$ cat config.mk
export PLATFORM = sky130hd
export DESIGN_NAME = tih_host
export DESIGN_NICKNAME = d
export VERILOG_FILES = /design/src/pkg/tih_pkg.sv /design/src/rtl/tih_fifo.sv /design/src/rtl/tih_host.sv
export SDC_FILE = /design/constraint.sdc
export NUM_CORES = 1
export LEC_CHECK = 0
export BUFFER_PORTS_ARGS = -buffer_cell sky130_fd_sc_hd__buf_2
export CORE_MARGIN = 2
export CORE_UTILIZATION = 54
export DETAILED_ROUTE_END_ITERATION = 6
export PLACE_DENSITY = 0.86
export SYNTH_ARGS = -nofsm -noshare
export SYNTH_HDL_FRONTEND = slang
export SYNTH_SLANG_ARGS = --single-unit
$ cat constraint.sdc
create_clock -name clk -period 3.1 [get_ports clk]
set_input_delay 0.465 -clock clk [delete_from_list [all_inputs] [get_ports clk]]
set_output_delay 0.465 -clock clk [all_outputs]
set_load 0.02 [all_outputs]
$ cat src/pkg/tih_pkg.sv
// Shared constants and types for the True IDE host port controller.
// Assumes a single 25 MHz clock and a synchronous active-low reset.

package tih_pkg;

  // ****************************************
  // Clock and cable timing
  // ****************************************
  localparam int CLK_PERIOD_NS   = 40;
  localparam int ADDR_SETUP_NS   = 70;
  localparam int STROBE_WIDTH_NS = 165;
  localparam int ADDR_HOLD_NS    = 20;
  localparam int DEV_RESET_NS    = 25000;

  // Least time to whole cycles, never under one
  function automatic int ns_to_cycles_up(input int ns);
    int c;
    c = (ns + CLK_PERIOD_NS - 1) / CLK_PERIOD_NS;
    return (c < 1) ? 1 : c;
  endfunction : ns_to_cycles_up

  localparam int SETUP_CYC = ns_to_cycles_up(ADDR_SETUP_NS);
  localparam int WIDTH_CYC = ns_to_cycles_up(STROBE_WIDTH_NS);
  localparam int HOLD_CYC  = ns_to_cycles_up(ADDR_HOLD_NS);
  localparam int RESET_CYC = ns_to_cycles_up(DEV_RESET_NS);

  // ****************************************
  // Widths and addresses
  // ****************************************
  localparam int         DATA_W        = 16;
  localparam int         FIFO_DEPTH    = 16;
  localparam int         PHASE_W       = 4;
  localparam int         RESET_W       = 10;
  localparam logic [2:0] DATA_REG_ADDR = 3'h0;

  // ****************************************
  // Types
  // ****************************************
  typedef enum logic [1:0] {
    TIH_SPACE_TASK = 2'h0,
    TIH_SPACE_CTRL = 2'h1,
    TIH_SPACE_DATA = 2'h2
  } tih_space_e;

  typedef enum logic [1:0] {
    TIH_ST_IDLE   = 2'b00,
    TIH_ST_SETUP  = 2'b01,
    TIH_ST_STROBE = 2'b11,
    TIH_ST_HOLD   = 2'b10
  } tih_state_e;

  typedef struct packed {
    logic             write;
    tih_space_e       space;
    logic [2:0]       addr;
    logic [15:0]      wdata;
  } tih_cmd_s;

  typedef struct packed {
    logic irq;
    logic io_ready;
    logic word_cycle;
    logic activity;
    logic pass_diag;
    logic dma_request;
  } tih_status_s;

endpackage : tih_pkg

$ cat src/rtl/tih_fifo.sv
// Synchronous FIFO with valid/ready on both sides.
// Assumes one clock and a synchronous active-low reset.
`timescale 1ns/1ps
`default_nettype none

module tih_fifo #(
  parameter int WIDTH = 16,
  parameter int DEPTH = 16
) (
  input  wire logic             clk,
  input  wire logic             rst_n,
  input  wire logic             in_valid,
  output logic                  in_ready,
  input  wire logic [WIDTH-1:0] in_data,
  output logic                  out_valid,
  input  wire logic             out_ready,
  output logic      [WIDTH-1:0] out_data
);

  localparam int AW = $clog2(DEPTH);

  logic [WIDTH-1:0] mem [DEPTH];
  logic [AW-1:0]    wr_ptr;
  logic [AW-1:0]    rd_ptr;
  logic [AW:0]      count;
  logic             push;
  logic             pop;

  assign in_ready  = (count != (AW+1)'(DEPTH));
  assign out_valid = (count != '0);
  assign push      = in_valid && in_ready;
  assign pop       = out_valid && out_ready;
  assign out_data  = mem[rd_ptr];

  // ****************************************
  // Storage
  // ****************************************
  always_ff @(posedge clk) begin
    if (push) begin
      mem[wr_ptr] <= in_data;
    end
  end

  // ****************************************
  // Pointers and fill level
  // ****************************************
  always_ff @(posedge clk) begin
    if (!rst_n) begin
      wr_ptr <= '0;
      rd_ptr <= '0;
      count  <= '0;
    end else begin
      if (push) begin
        wr_ptr <= wr_ptr + 1'b1;
      end
      if (pop) begin
        rd_ptr <= rd_ptr + 1'b1;
      end
      if (push && !pop) begin
        count <= count + 1'b1;
      end else if (pop && !push) begin
        count <= count - 1'b1;
      end
    end
  end

endmodule : tih_fifo

`default_nettype wire

$ cat src/rtl/tih_host.sv
// Host controller for a True IDE flash disk on a 40-pin cable.
// Assumes cable inputs are synchronous to clk; the cable wiring resolves
// two-way pins from the enables.
//
// How it works
// - No higher address line exists here, so all of them read as zero.
// - Task-file and data cycles use the first select, control the second.
// - The activity line is only sensed, so a second drive may use it.
// - The pass-diagnostic line is a two-way pin this host only senses.
`timescale 1ns/1ps
`default_nettype none

module tih_host (
  input  wire logic                 clk,
  input  wire logic                 rst_n,
  // User side
  input  wire logic                 dev_reset_req,
  input  wire tih_pkg::tih_cmd_s    cmd,
  input  wire logic                 cmd_valid,
  output logic                      cmd_ready,
  output logic [15:0]               rsp_data,
  output logic                      rsp_valid,
  input  wire logic                 rsp_ready,
  output tih_pkg::tih_status_s      status,
  // Cable side
  output logic                      ide_reset_n,
  output logic [2:0]                ide_addr,
  output logic                      task_select_n,
  output logic                      control_select_n,
  output logic                      io_read_strobe_n,
  output logic                      io_write_strobe_n,
  output logic [15:0]               data_out,
  output logic [1:0]                data_oe,
  input  wire logic [15:0]          data_in,
  input  wire logic                 io_ready,
  input  wire logic                 irq,
  input  wire logic                 word_cycle_n,
  input  wire logic                 activity_present_n_in,
  output logic                      activity_present_n_out,
  output logic                      activity_present_n_oe,
  input  wire logic                 pass_diag_n_in,
  output logic                      pass_diag_n_out,
  output logic                      pass_diag_n_oe,
  input  wire logic                 dma_request,
  output logic                      dma_ack_n
);

  tih_pkg::tih_state_e                state;
  tih_pkg::tih_cmd_s                  cur;
  logic [tih_pkg::PHASE_W-1:0]        cnt;
  logic [tih_pkg::RESET_W-1:0]        rst_cnt;
  logic                               accept;
  logic                               active;
  logic                               is_word;
  logic                               strobe_end;
  logic                               fifo_in_ready;
  logic                               fifo_push;
  logic [15:0]                        next_rsp;

  // ****************************************
  // Command acceptance
  // ****************************************
  assign cmd_ready = (state == tih_pkg::TIH_ST_IDLE) && ide_reset_n
                     && !dev_reset_req && (cmd.write || fifo_in_ready);
  assign accept     = cmd_valid && cmd_ready;
  assign active     = (state != tih_pkg::TIH_ST_IDLE);
  assign is_word    = (cur.space == tih_pkg::TIH_SPACE_DATA);
  assign strobe_end = (state == tih_pkg::TIH_ST_STROBE) && (cnt == '0)
                      && io_ready;

  // ****************************************
  // Device reset pulse
  // ****************************************
  always_ff @(posedge clk) begin
    if (!rst_n) begin
      rst_cnt     <= tih_pkg::RESET_W'(tih_pkg::RESET_CYC);
      ide_reset_n <= 1'b0;
    end else if (dev_reset_req && !active) begin
      rst_cnt     <= tih_pkg::RESET_W'(tih_pkg::RESET_CYC);
      ide_reset_n <= 1'b0;
    end else if (rst_cnt != '0) begin
      rst_cnt <= rst_cnt - 1'b1;
      if (rst_cnt == tih_pkg::RESET_W'(1)) begin
        ide_reset_n <= 1'b1;
      end
    end
  end

  // ****************************************
  // Cycle sequencer
  // ****************************************
  always_ff @(posedge clk) begin
    if (!rst_n) begin
      state <= tih_pkg::TIH_ST_IDLE;
      cnt   <= '0;
    end else begin
      unique case (state)
        tih_pkg::TIH_ST_IDLE: begin
          if (accept) begin
            state <= tih_pkg::TIH_ST_SETUP;
            cnt   <= tih_pkg::PHASE_W'(tih_pkg::SETUP_CYC - 1);
          end
        end
        tih_pkg::TIH_ST_SETUP: begin
          if (cnt == '0) begin
            state <= tih_pkg::TIH_ST_STROBE;
            cnt   <= tih_pkg::PHASE_W'(tih_pkg::WIDTH_CYC - 1);
          end else begin
            cnt <= cnt - 1'b1;
          end
        end
        tih_pkg::TIH_ST_STROBE: begin
          if (cnt != '0) begin
            cnt <= cnt - 1'b1;
          end else if (io_ready) begin
            state <= tih_pkg::TIH_ST_HOLD;
            cnt   <= tih_pkg::PHASE_W'(tih_pkg::HOLD_CYC - 1);
          end
        end
        tih_pkg::TIH_ST_HOLD: begin
          if (cnt == '0) begin
            state <= tih_pkg::TIH_ST_IDLE;
          end else begin
            cnt <= cnt - 1'b1;
          end
        end
      endcase
    end
  end

  // ****************************************
  // Latched command and write data
  // ****************************************
  always_ff @(posedge clk) begin
    if (!rst_n) begin
      cur      <= '0;
      ide_addr <= '0;
      data_out <= '0;
    end else if (accept) begin
      cur <= cmd;
      if (cmd.space == tih_pkg::TIH_SPACE_DATA) begin
        ide_addr <= tih_pkg::DATA_REG_ADDR;
        data_out <= cmd.wdata;
      end else begin
        ide_addr <= cmd.addr;
        data_out <= {8'h00, cmd.wdata[7:0]};
      end
    end
  end

  // ****************************************
  // Cable strobes, selects and data enables
  // ****************************************
  // Gray states: each strobe edge changes one state bit only
  assign io_read_strobe_n  = !((state == tih_pkg::TIH_ST_STROBE)
                               && !cur.write);
  assign io_write_strobe_n = !((state == tih_pkg::TIH_ST_STROBE)
                               && cur.write);
  assign task_select_n     = !(active
                               && (cur.space != tih_pkg::TIH_SPACE_CTRL));
  assign control_select_n  = !(active
                               && (cur.space == tih_pkg::TIH_SPACE_CTRL));
  assign data_oe           = (active && cur.write)
                             ? {is_word, 1'b1} : 2'b00;

  // Host only senses these shared lines and holds dma_ack_n inactive high
  assign activity_present_n_out = 1'b1;
  assign activity_present_n_oe  = 1'b0;
  assign pass_diag_n_out        = 1'b1;
  assign pass_diag_n_oe         = 1'b0;
  assign dma_ack_n              = 1'b1;

  // ****************************************
  // Read capture into response FIFO
  // ****************************************
  assign fifo_push = strobe_end && !cur.write;
  assign next_rsp  = is_word ? {data_in[15:8], data_in[7:0]}
                             : {8'h00, data_in[7:0]};

  tih_fifo #(
    .WIDTH (tih_pkg::DATA_W),
    .DEPTH (tih_pkg::FIFO_DEPTH)
  ) u_rsp_fifo (
    .clk       (clk),
    .rst_n     (rst_n),
    .in_valid  (fifo_push),
    .in_ready  (fifo_in_ready),
    .in_data   (next_rsp),
    .out_valid (rsp_valid),
    .out_ready (rsp_ready),
    .out_data  (rsp_data)
  );

  // ****************************************
  // Sensed device status
  // ****************************************
  always_ff @(posedge clk) begin
    if (!rst_n) begin
      status <= '0;
    end else begin
      status.irq         <= irq;
      status.io_ready    <= io_ready;
      status.word_cycle  <= !word_cycle_n;
      status.activity    <= !activity_present_n_in;
      status.pass_diag   <= !pass_diag_n_in;
      status.dma_request <= dma_request;
    end
  end

endmodule : tih_host

`default_nettype wire

-- After elaboration in Yosys (flattened, before gate mapping)
Memories as Yosys holds them, arrays and structs flattened. A register that Yosys moved wholly into a read port is not among the register bits.
Index checks and enable logic that the tools add are counted.
- bits in registers: 58
- bits in writable memories: 256
- bits of input ports: 49
- output and inout bits: 55
- word-level logic and storage cells: 104
- memories: 1
- memory list (memory ; depth ; bits a word ; read ports ; clocked after Yosys merged registers in ; write ports ; RTL line ; RTL):
    u_rsp_fifo.mem ; 16 ; 16 ; 1 ; 1 ; 1 ; tih_fifo.sv:22 ; logic [WIDTH-1:0] mem [DEPTH];
- bitwise logic cells: 1
- reduce and logical (&&, ||, !) cells: 41
- multiplexer cells: 22
- add/subtract/negate cells: 6
- equal/unequal tests: 16
- operator list (cell ; number):
    16-bit 2-to-1 mux ; 2
    4-bit 2-to-1 mux ; 7
    1-bit logical AND ; 17
    4-bit case mux with 4 select lines ; 1
    1-bit logical NOT ; 12
    2-bit 2-to-1 mux ; 6
    2-bit != test (second input constant) ; 6
    10-bit by 1-bit == test with 1-bit output (second input constant) ; 1
    5-bit 2-to-1 mux ; 2
    10-bit nonzero test ; 1
    10-bit by 1-bit subtractor with 10-bit output (second input constant) ; 1
    4-bit by 1-bit adder with 4-bit output (second input constant) ; 2
    2-bit == test (second input constant) ; 4
    2-bit case mux with 4 select lines ; 1
    5-bit by 1-bit adder with 5-bit output (second input constant) ; 1
    5-bit != test (second input constant) ; 1
    5-bit AND reduction ; 1
    5-bit nonzero test ; 1
    5-bit by 1-bit subtractor with 5-bit output (second input constant) ; 1
    2-bit by 1-bit == test with 1-bit output (second input constant) ; 2
    4-bit logical NOT ; 1
    2-bit nonzero test ; 2
    4-bit nonzero test ; 1
    4-bit by 1-bit subtractor with 4-bit output (second input constant) ; 1
    10 further kinds ; 11

-- Logic depth before layout (Yosys ltp)
Gate-level depths: netlist of run 1.
- depth after elaboration: 9
- depth in mapped cells: 11
- depth with buffers taken out: 11

-- Hierarchy
From an unflattened synthesis of run 1, not the netlist that was laid out.
- cells, all modules: 753
- area total of the unflattened synthesis: 12665.9 um2
- modules (own cells, without submodules) (module ; instances ; cells each ; sequential area each (um2) ; area each (um2)):
    tih_fifo ; 1 ; 502 ; 8027.7 ; 10515.1
    tih_host ; 1 ; 251 ; 900.9 ; 2150.8

-- Worst setup path before layout of run 1
No wires, ideal clock.
- path kind: flip-flop to flip-flop
- from: register state[0]
- to: memory u_rsp_fifo.mem[3][0], enable pin
- setup time: 0.409 ns
- path slack: 0.140 ns
- arrival: 2.551 ns
- stages on the path, launching flop included: 6
- buffers on the path: 1
- data required time: 2.691 ns
- clock period less this slack: 2.960 ns
- cells stage by stage: dfxtp_1 > buf_4 > nand3b_1 > a211oi_2 > nand2_1 > nor3_1
- cells in the longest elaborated chain, start to end: 7
- ends and longest elaborated chain (item ; RTL line ; RTL):
    from (decl) ; tih_host.sv:48 ; tih_pkg::tih_state_e state;
    from (signal assigned) ; tih_host.sv:94 ; state <= tih_pkg::TIH_ST_IDLE;
    from (signal assigned) ; tih_host.sv:100 ; state <= tih_pkg::TIH_ST_SETUP;
    from (signal assigned) ; tih_host.sv:106 ; state <= tih_pkg::TIH_ST_STROBE;
    2-bit == test ; tih_host.sv:68 ; assign strobe_end = (state == tih_pkg::TIH_ST_STROBE) && (cnt == '0)
    1-bit logical AND ; tih_host.sv:68 ;
    1-bit logical AND ; tih_host.sv:69 ; && io_ready;
    1-bit logical AND ; tih_host.sv:176 ; assign fifo_push = strobe_end && !cur.write;
    1-bit logical AND ; tih_fifo.sv:31 ; assign push = in_valid && in_ready;
    via u_rsp_fifo.push ; tih_fifo.sv:26 ; logic push;
    1-bit 2-to-1 mux ; tih_fifo.sv:39 ; if (push) begin
    1-bit 2-to-1 mux (implied by the code) ; tih_fifo.sv:40 ; mem[wr_ptr] <= in_data;
    to (decl) ; tih_fifo.sv:22 ;
The timed path passes the listed nets, and every way through them passes these cells.

==> results of run 1 <==
layout make-up:
cell class	count	area share [%]
repair buffers	127	5.16
clock buffers	34	5.33
flip-flops and latches	318	60.5
multi-input cells	348	24.5
inverters	12	0.305
clock inverters	22	1.50
well taps	319	2.70
final timing paths:
path	endpoint	slack, ps	depth (start not counted)
worst max-delay path	rsp_data[13]	90	4
worst min register to register	data_out[11]	450	2
worst min-delay path	status[2]	70	2
worst max register to register	u_rsp_fifo.count[4]	380	9
power by group through the flow:
stage / Combinational (mW) / Clock (mW) / Sequential (mW)
floorplan: 0.0396 / 0 / 4.68
global placement: 0.0989 / 0 / 4.68
detailed placement: 0.104 / 0 / 4.68
CTS: 0.105 / 3.76 / 4.58
global route: 0.116 / 3.92 / 4.58
finish: 0.105 / 3.71 / 4.58
cell families (layout without fill, tap and decap cells):
group	Yosys count	count (layout)
simple gates	165	165
other cells	2	5
fa+ha+maj	13	13
buf+inv	51	195
compound gates	67	67
mux	89	89
xor+xnor	9	9
flops	318	318
what timing repair did:
| item | in CTS | in global routing |
|---|---|---|
| hold buffers | 0 | 0 |
| gates resized for setup | 1 | 0 |
| endpoints found under the setup margin | 1 | 0 |
stage by stage:
stage                     total power, mW  std cells  setup slack, ps  hold slack, ps
final                                8.40       1180             87.5            74.0
after global placement               4.77       1124              454             436
after floorplan                      4.72        717              140             450
after detailed placement             4.78       1124              392             444
after CTS                            8.45       1180             51.8            53.2
after global routing                 8.61       1180             21.5            61.8
layer usage:
layer | wire [um] | part of all wire (%) | up-vias | global-route usage (%)
li1 | - | - | 3091 | -
met1 | 10800 | 39 | 3513 | 29.0
met2 | 13800 | 50 | 351 | 38.5
met3 | 2250 | 8.2 | 50 | 4.71
met4 | 700 | 2.5 | 0 | 6.75
met5 | 0 | 0 | - | 0
layout by cell type (no fill, tap or decap), types with 4 or more instances in the layout:
master and instances:
sky130_fd_sc_hd__nor2_1 29, sky130_fd_sc_hd__nand3_1 17, sky130_fd_sc_hd__ha_1 12, sky130_fd_sc_hd__clkinv_2 4, sky130_fd_sc_hd__nor2b_1 4, sky130_fd_sc_hd__nor3_2 4
sky130_fd_sc_hd__dfxtp_1 60, sky130_fd_sc_hd__xnor2_1 5, sky130_fd_sc_hd__nand2b_1 7, sky130_fd_sc_hd__bufinv_16 4, sky130_fd_sc_hd__nand2_1 51, sky130_fd_sc_hd__mux2i_1 9
sky130_fd_sc_hd__mux4_2 35, sky130_fd_sc_hd__nor3_1 5, sky130_fd_sc_hd__clkinv_1 6, sky130_fd_sc_hd__buf_2 98, sky130_fd_sc_hd__or3_1 4, sky130_fd_sc_hd__mux4_1 45
sky130_fd_sc_hd__nor2_2 9, sky130_fd_sc_hd__buf_12 4, sky130_fd_sc_hd__o21ai_0 6, sky130_fd_sc_hd__clkbuf_16 31, sky130_fd_sc_hd__buf_4 24, sky130_fd_sc_hd__conb_1 5
sky130_fd_sc_hd__edfxtp_1 256, sky130_fd_sc_hd__inv_1 12, sky130_fd_sc_hd__a21oi_1 35, sky130_fd_sc_hd__xor2_1 4, sky130_fd_sc_hd__and2_1 12
registers in the layout, summed over array words and instances (netlist names), named ones only:
signal,cells
u_rsp_fifo.count,5
cur,3
ide_reset_n,1
u_rsp_fifo.rd_ptr,4
ide_addr,3
u_rsp_fifo.wr_ptr,4
u_rsp_fifo.mem,256
rst_cnt,10
data_out,16
status,6
state,2
cnt,4
==> qor.csv, run 1 <==
stage,metric,value,unit
setup_path,data_arrival_time_at_the_worst_slack_endpoint,2550,ps
finish,num-fill-cells,1557,
timing,setup_violations,0,
pwr,power.sequential.fraction,54.6,%
setup_path,crit_path_max_incr_delay,610,ps
timing,finalMaxSlewViolations,0,
finish,num-nets-final,900,
clock_network,tritoncts,done,
grt,via_count_of_the_first_global_routing_pass,7170,
finish,final_layout_size_suffix_gt1_share,26.8,%
grt,grt_first_pass_wirelength,41.2,mm
hold_path,worst_hold_path_type,in2reg,
timing,clock_skew,30.8,ps
synthesis,synthDistinctLibCells,59,
pwr,p_int,6.77,mW
pwr,vdd_ir_drop_max,0.445,mV
synthesis,synth_xor_xnor_area_share,0.617,%
timing,worstMarginPinSlew,691,ps
synthesis,synth_top_cells_by_area,"sky130_fd_sc_hd__edfxtp_1 (60%), sky130_fd_sc_hd__dfxtp_1 (9.7%), sky130_fd_sc_hd__mux4_1 (9.3%), sky130_fd_sc_hd__mux4_2 (6.2%), sky130_fd_sc_hd__nand2_1 (1.5%)",
synthesis,mapped_cells,714,
finish,area_of_all_placed_cells_without_fillers,0.0148,mm^2
finish,antenna-diode-count,0,
synthesis,leading_cell_type_by_number_of_instances_after_synthesis,sky130_fd_sc_hd__edfxtp_1,
placed_design,finalWeightedCongestion,0.802,
pwr,power_frac_comb,1.3,%
setup_path,setup.worst_path.start_class,flip-flop,
clock_network,post_cts.repair.setup_buffers,0,
pwr,sw_frac_of_total,19.4,%
synthesis,yosys.area.top_type_share,60.2,%
synthesis,synth_simple_gate_area_share,6.48,%
synthesis,synth-compound-area-share,3.26,%
pwr,power_per_cell_area,569,mW/mm^2
synthesis,total_of_flip_flops_plus_latches_after_synthesis,318,
setup_path,critical_path.reg2reg.startpoint,u_rsp_fifo.count[0],
placed_design,number_of_i_o_port_buffers,98,
pwr,power_switching,1.63,mW
synthesis,syn_area_per_cell,17.9,um^2
finish,multiInputGateArea,0.00362,mm^2
synthesis,synth_top_family_by_area,multiplexers,
floorplan,die_area,0.0249,mm^2
clock_network,cts_made_buffers,31,
setup_path,critical_path_required,2630,ps
clock_network,clk_root_buffer_cell,sky130_fd_sc_hd__clkbuf_16,
synthesis,post_synth_fa_ha_maj_area_fraction,1.33,%
synthesis,post_synth_mux_area_share,16.1,%
floorplan,core_region_area,0.0233,mm^2
detailed_routing,wire_per_inst,23.4,um
clock_network,path_clk_slew,60,ps
setup_path,worst-path-buf-inv,2,
synthesis,ys_warn_count,0,
floorplan,rows,56,
setup_path,path_cells,buf_6 -> mux4_1 -> mux4_2 -> buf_2,
pwr,share_clk_of_total_power,44.2,%
synthesis,synth_enable_flop_cells,256,
setup_path,worst_setup_path_end_kind,output pin,
detailed_routing,drt-initial-drc-count,601,
finish,fin_util,63.3,%
timing,timing.max_slew.rel_slack,53.9,%
grt,grt_max_degree,65,
clock_network,htree_levels,1,
setup_path,maximum_fanout_encountered_on_the_critical_timing_path,14,
synthesis,synth.cells.most_frequent,"sky130_fd_sc_hd__edfxtp_1 (256), sky130_fd_sc_hd__dfxtp_1 (62), sky130_fd_sc_hd__nand2_1 (51), sky130_fd_sc_hd__mux4_1 (45), sky130_fd_sc_hd__nor2_1 (38)",
placed_design,postPlaceCellArea,0.0138,mm^2
timing,setup_repair_after_global_routing_missed_its_margin,no,
pwr,cellLeakagePower,5.48,nW
synthesis,netlist_area,0.0128,mm^2
floorplan,initial_utilization,54.8,%
flow_run,max_cap_violations,0,
setup_path,critical_path.slowest_cell,sky130_fd_sc_hd__mux4_1,
setup_path,worst-setup-path-type,reg2out,
clock_network,cts-root-to-sink-buffers,3,
timing,post-route-period-util,97.2,%
setup_path,critical_path.top_delay_family,multiplexers,
synthesis,synth_seq_area_share,69.9,%
detailed_routing,avgViaCountPerCell,5.94,
floorplan,fp.dieW,158,um
detailed_routing,drt_wl_total,27.6,mm
detailed_routing,drt_first_pass_iters,5,
timing,timing.final.hold_violations,0,
grt,global_route_total_usage_across_every_layer,22.5,%
floorplan,die_height,158,um
finish,register_area,0.00893,mm^2
clock_network,clk_latency,560,ps
detailed_routing,route.antenna.remaining_nets,0,
detailed_routing,drc_errors,0,
placed_design,dpl.hpwl,15.3,mm
hold_path,hold_start,activity_present_n_in,
floorplan,i_o_pins,104,
finish,syn_to_final_growth,15.5,%
synthesis,share_of_flip_flops_with_an_asynchronous_set_or_reset,0,%
synthesis,dominant_synthesized_flop_cell,sky130_fd_sc_hd__edfxtp_1,
grt,globalRoute.totalOverflow,0,
status,outcome,"finished, final reports clean",
timing,achievable-frequency,332,MHz
timing,fin_tns_setup,0,ps
grt,grt_antenna_before_repair,0,
timing,layout_min_cycle_time,3010,ps
synthesis,synth.largest_area_cell,sky130_fd_sc_hd__edfxtp_1,
clock_network,clock_sink_count,318,
detailed_routing,vias,7005,
Power figures use the tool's default switching activity.
==> run 2: changes to the inputs <==
--- a/config.mk
+++ b/config.mk
@@ -7,9 +7,9 @@
 export LEC_CHECK = 0
 export BUFFER_PORTS_ARGS = -buffer_cell sky130_fd_sc_hd__buf_2
 export CORE_MARGIN = 2
-export CORE_UTILIZATION = 54
+export CORE_UTILIZATION = 50
 export DETAILED_ROUTE_END_ITERATION = 6
-export PLACE_DENSITY = 0.86
+export PLACE_DENSITY = 0.81
 export SYNTH_ARGS = -nofsm -noshare
 export SYNTH_HDL_FRONTEND = slang
 export SYNTH_SLANG_ARGS = --single-unit
==> run 2 against run 1 <==
Highest routed layer is now met5. Maximum frequency is 0.92% higher. Sequential power hardly changed. Sequential cell count stayed put. The run now ends with design-rule violations left. Via count is 1.8% lower. Combinational power hardly changed. Register-to-register slack hardly changed. Clock power hardly changed. Global-route usage is 2.3 points lower. Wire length is 3.2% lower. Total power hardly changed. Worst hold slack worse by 14 ps. Cell count is 1.4% higher.
==> qor.csv, run 2 (synthesis gave the netlist of run 1 again) <==
stage,metric,value,unit
clock_network,path_clk_slew,60,ps
setup_path,r2r-end,u_rsp_fifo.count[4],
status,violated_checks,design-rule violations,
setup_path,setup.worst_path.start_class,flip-flop,
hold_path,hold_start,activity_present_n_in,
detailed_routing,wire_per_inst,22.3,um
timing,timing.final.hold_violations,0,
timing,fin_tns_setup,0,ps
grt,global_route_total_usage_across_every_layer,20.2,%
timing,achievable-frequency,335,MHz
setup_path,path_cells,buf_4 -> mux4_1 -> mux4_2 -> buf_2,
pwr,power_switching,1.68,mW
flow_run,max_cap_violations,0,
timing,finalMaxSlewViolations,0,
pwr,cellLeakagePower,5.51,nW
finish,num-nets-final,904,
grt,globalRoute.totalOverflow,0,
floorplan,core_region_area,0.0251,mm^2
clock_network,clk_latency,580,ps
detailed_routing,route.antenna.remaining_nets,0,
finish,reg_top3,"u_rsp_fifo.mem: 256 flops, data_out: 16 flops, rst_cnt: 10 flops",
detailed_routing,avgViaCountPerCell,5.75,
setup_path,critical_path.reg2reg.startpoint,u_rsp_fifo.count[0],
placed_design,dpl.hpwl,15.6,mm
finish,syn_to_final_growth,16.2,%
finish,stdcell_count,1197,
finish,multiInputGateArea,0.00362,mm^2
pwr,power,8.41,mW
timing,clock_skew,29.2,ps
timing,timing.max_slew.rel_slack,54.1,%
grt,via_count_of_the_first_global_routing_pass,6879,
setup_path,worst-r2r-setup-slack,380,ps
hold_path,hold_end,status[2],
placed_design,dp_cells,1137,
pwr,sw_frac_of_total,19.9,%
setup_path,data_arrival_time_at_the_worst_slack_endpoint,2520,ps
placed_design,finalWeightedCongestion,0.789,
setup_path,critical_path_required,2630,ps
floorplan,fp.dieW,164,um
timing,setup_repair_after_global_routing_missed_its_margin,no,
grt,grt_use_met3,3.99,%
floorplan,i_o_pins,104,
setup_path,maximum_fanout_encountered_on_the_critical_timing_path,12,
floorplan,die_area,0.0269,mm^2
pwr,power.sequential.fraction,54.5,%
pwr,p_int,6.73,mW
grt,grt.busiest_layer,met2,
timing,setup_violations,0,
clock_network,clk_root_buffer_cell,sky130_fd_sc_hd__clkbuf_16,
detailed_routing,drc_errors,1,
clock_network,clock_sink_count,318,
finish,layout_common_cells,"sky130_fd_sc_hd__edfxtp_1 (256), sky130_fd_sc_hd__buf_2 (98), sky130_fd_sc_hd__dfxtp_1 (60)",
grt,met1_usage,26.5,%
detailed_routing,vias,6878,
finish,register_area,0.00893,mm^2
detailed_routing,drt_first_pass_iters,7,
finish,largest_register_ffs,256,
finish,regMostFlops,u_rsp_fifo.mem,
setup_path,crit_path_max_incr_delay,590,ps
setup_path,worst-setup-path-type,reg2out,
floorplan,initial_utilization,50.9,%
setup_path,critical_path.slowest_cell,sky130_fd_sc_hd__mux4_1,
pwr,power_frac_comb,1.2,%
placed_design,number_of_i_o_port_buffers,98,
pwr,power_per_cell_area,566,mW/mm^2
timing,post-route-period-util,96.3,%
finish,num-fill-cells,1838,
detailed_routing,drt-initial-drc-count,555,
clock_network,cts-root-to-sink-buffers,3,
hold_path,worstHoldPathCells,2,
grt,grt_antenna_before_repair,2,
hold_path,worst_hold_path_type,in2reg,
clock_network,tritoncts,done,
timing,worstMarginPinSlew,689,ps
pwr,vdd_ir_drop_max,0.435,mV
timing,fin_hold_ws,60.0,ps
clock_network,cts_made_buffers,30,
floorplan,die_height,164,um
setup_path,worstRegToRegCells,9,
clock_network,ctsResizeCount,0,
setup_path,worst_setup_path_end_kind,output pin,
timing,layout_min_cycle_time,2990,ps
detailed_routing,drt_wl_total,26.7,mm
grt,grt_max_degree,65,
finish,final_layout_size_suffix_gt1_share,27.9,%
clock_network,htree_levels,1,
grt,met2_usage,35.1,%
finish,final_common_cell,sky130_fd_sc_hd__edfxtp_1,
grt,grt_first_pass_wirelength,40.3,mm
status,outcome,"complete, but fails checks",
floorplan,rows,58,
pwr,share_clk_of_total_power,44.2,%
[run 2: worst max path at each step]
stage	start	depth (start not counted)	slack, ps	to
floorplan	state[0]	5	140	u_rsp_fifo.mem[3][0]
global placement	u_rsp_fifo.count[0]	9	440	u_rsp_fifo.count[4]
detailed placement	u_rsp_fifo.count[0]	9	390	u_rsp_fifo.count[4]
CTS	flip-flop	4	100	rsp_data[13]
global route	flip-flop	5	60	rsp_data[11]
finish	flip-flop	4	110	rsp_data[13]
[run 2: power groups by stage]
stage	combinational [mW]	sequential (mW)	clock, mW
2_1_floorplan	0.0396	4.68	0
3_3_place_gp	0.101	4.68	0
3_5_place_dp	0.104	4.68	0
4_1_cts	0.105	4.58	3.78
5_1_grt	0.117	4.58	3.94
6_report	0.104	4.58	3.72
[run 2: what timing repair did]
item,CTS,global route
endpoints found under the setup margin,11,0
buffers inserted,3,0
hold buffers,0,0
[run 2: cell type report]
cell class                 count  area share (%)
clock buffer                  36            5.41
clock inverter                20            1.48
inverter                      12           0.303
sequential                   318            60.2
timing repair buffer         132            5.44
antenna                        1          0.0169
tap                          330            2.78
multi-input combinational    348            24.4
[run 2: worst max-delay path, delay by kind of cell (launching register included)]
kind / cells / cell delay, ps
DFF: 1 / 390
muxes: 2 / 1120
buffers and inverters: 2 / 450
[run 2: per-layer routing]
layer / part of all wire, % / wire length, um / vias to the layer above
li1: - / - / 3098
met1: 40 / 10600 / 3495
met2: 52 / 13800 / 246
met3: 6.6 / 1770 / 37
met4: 1.8 / 476 / 2
met5: 0.041 / 11 / -
[run 2: per-stage QoR]
step | setup slack [ps] | utilization [%] | instance area (um^2)
3_5_place_dp | 387 | 55.0 | 13800
5_1_grt | 61.3 | 59.1 | 14800
2_1_floorplan | 140 | - | 12800
4_1_cts | 98.2 | 59.1 | 14800
3_3_place_gp | 439 | 55.0 | 13800
6_report | 115 | 59.1 | 14800
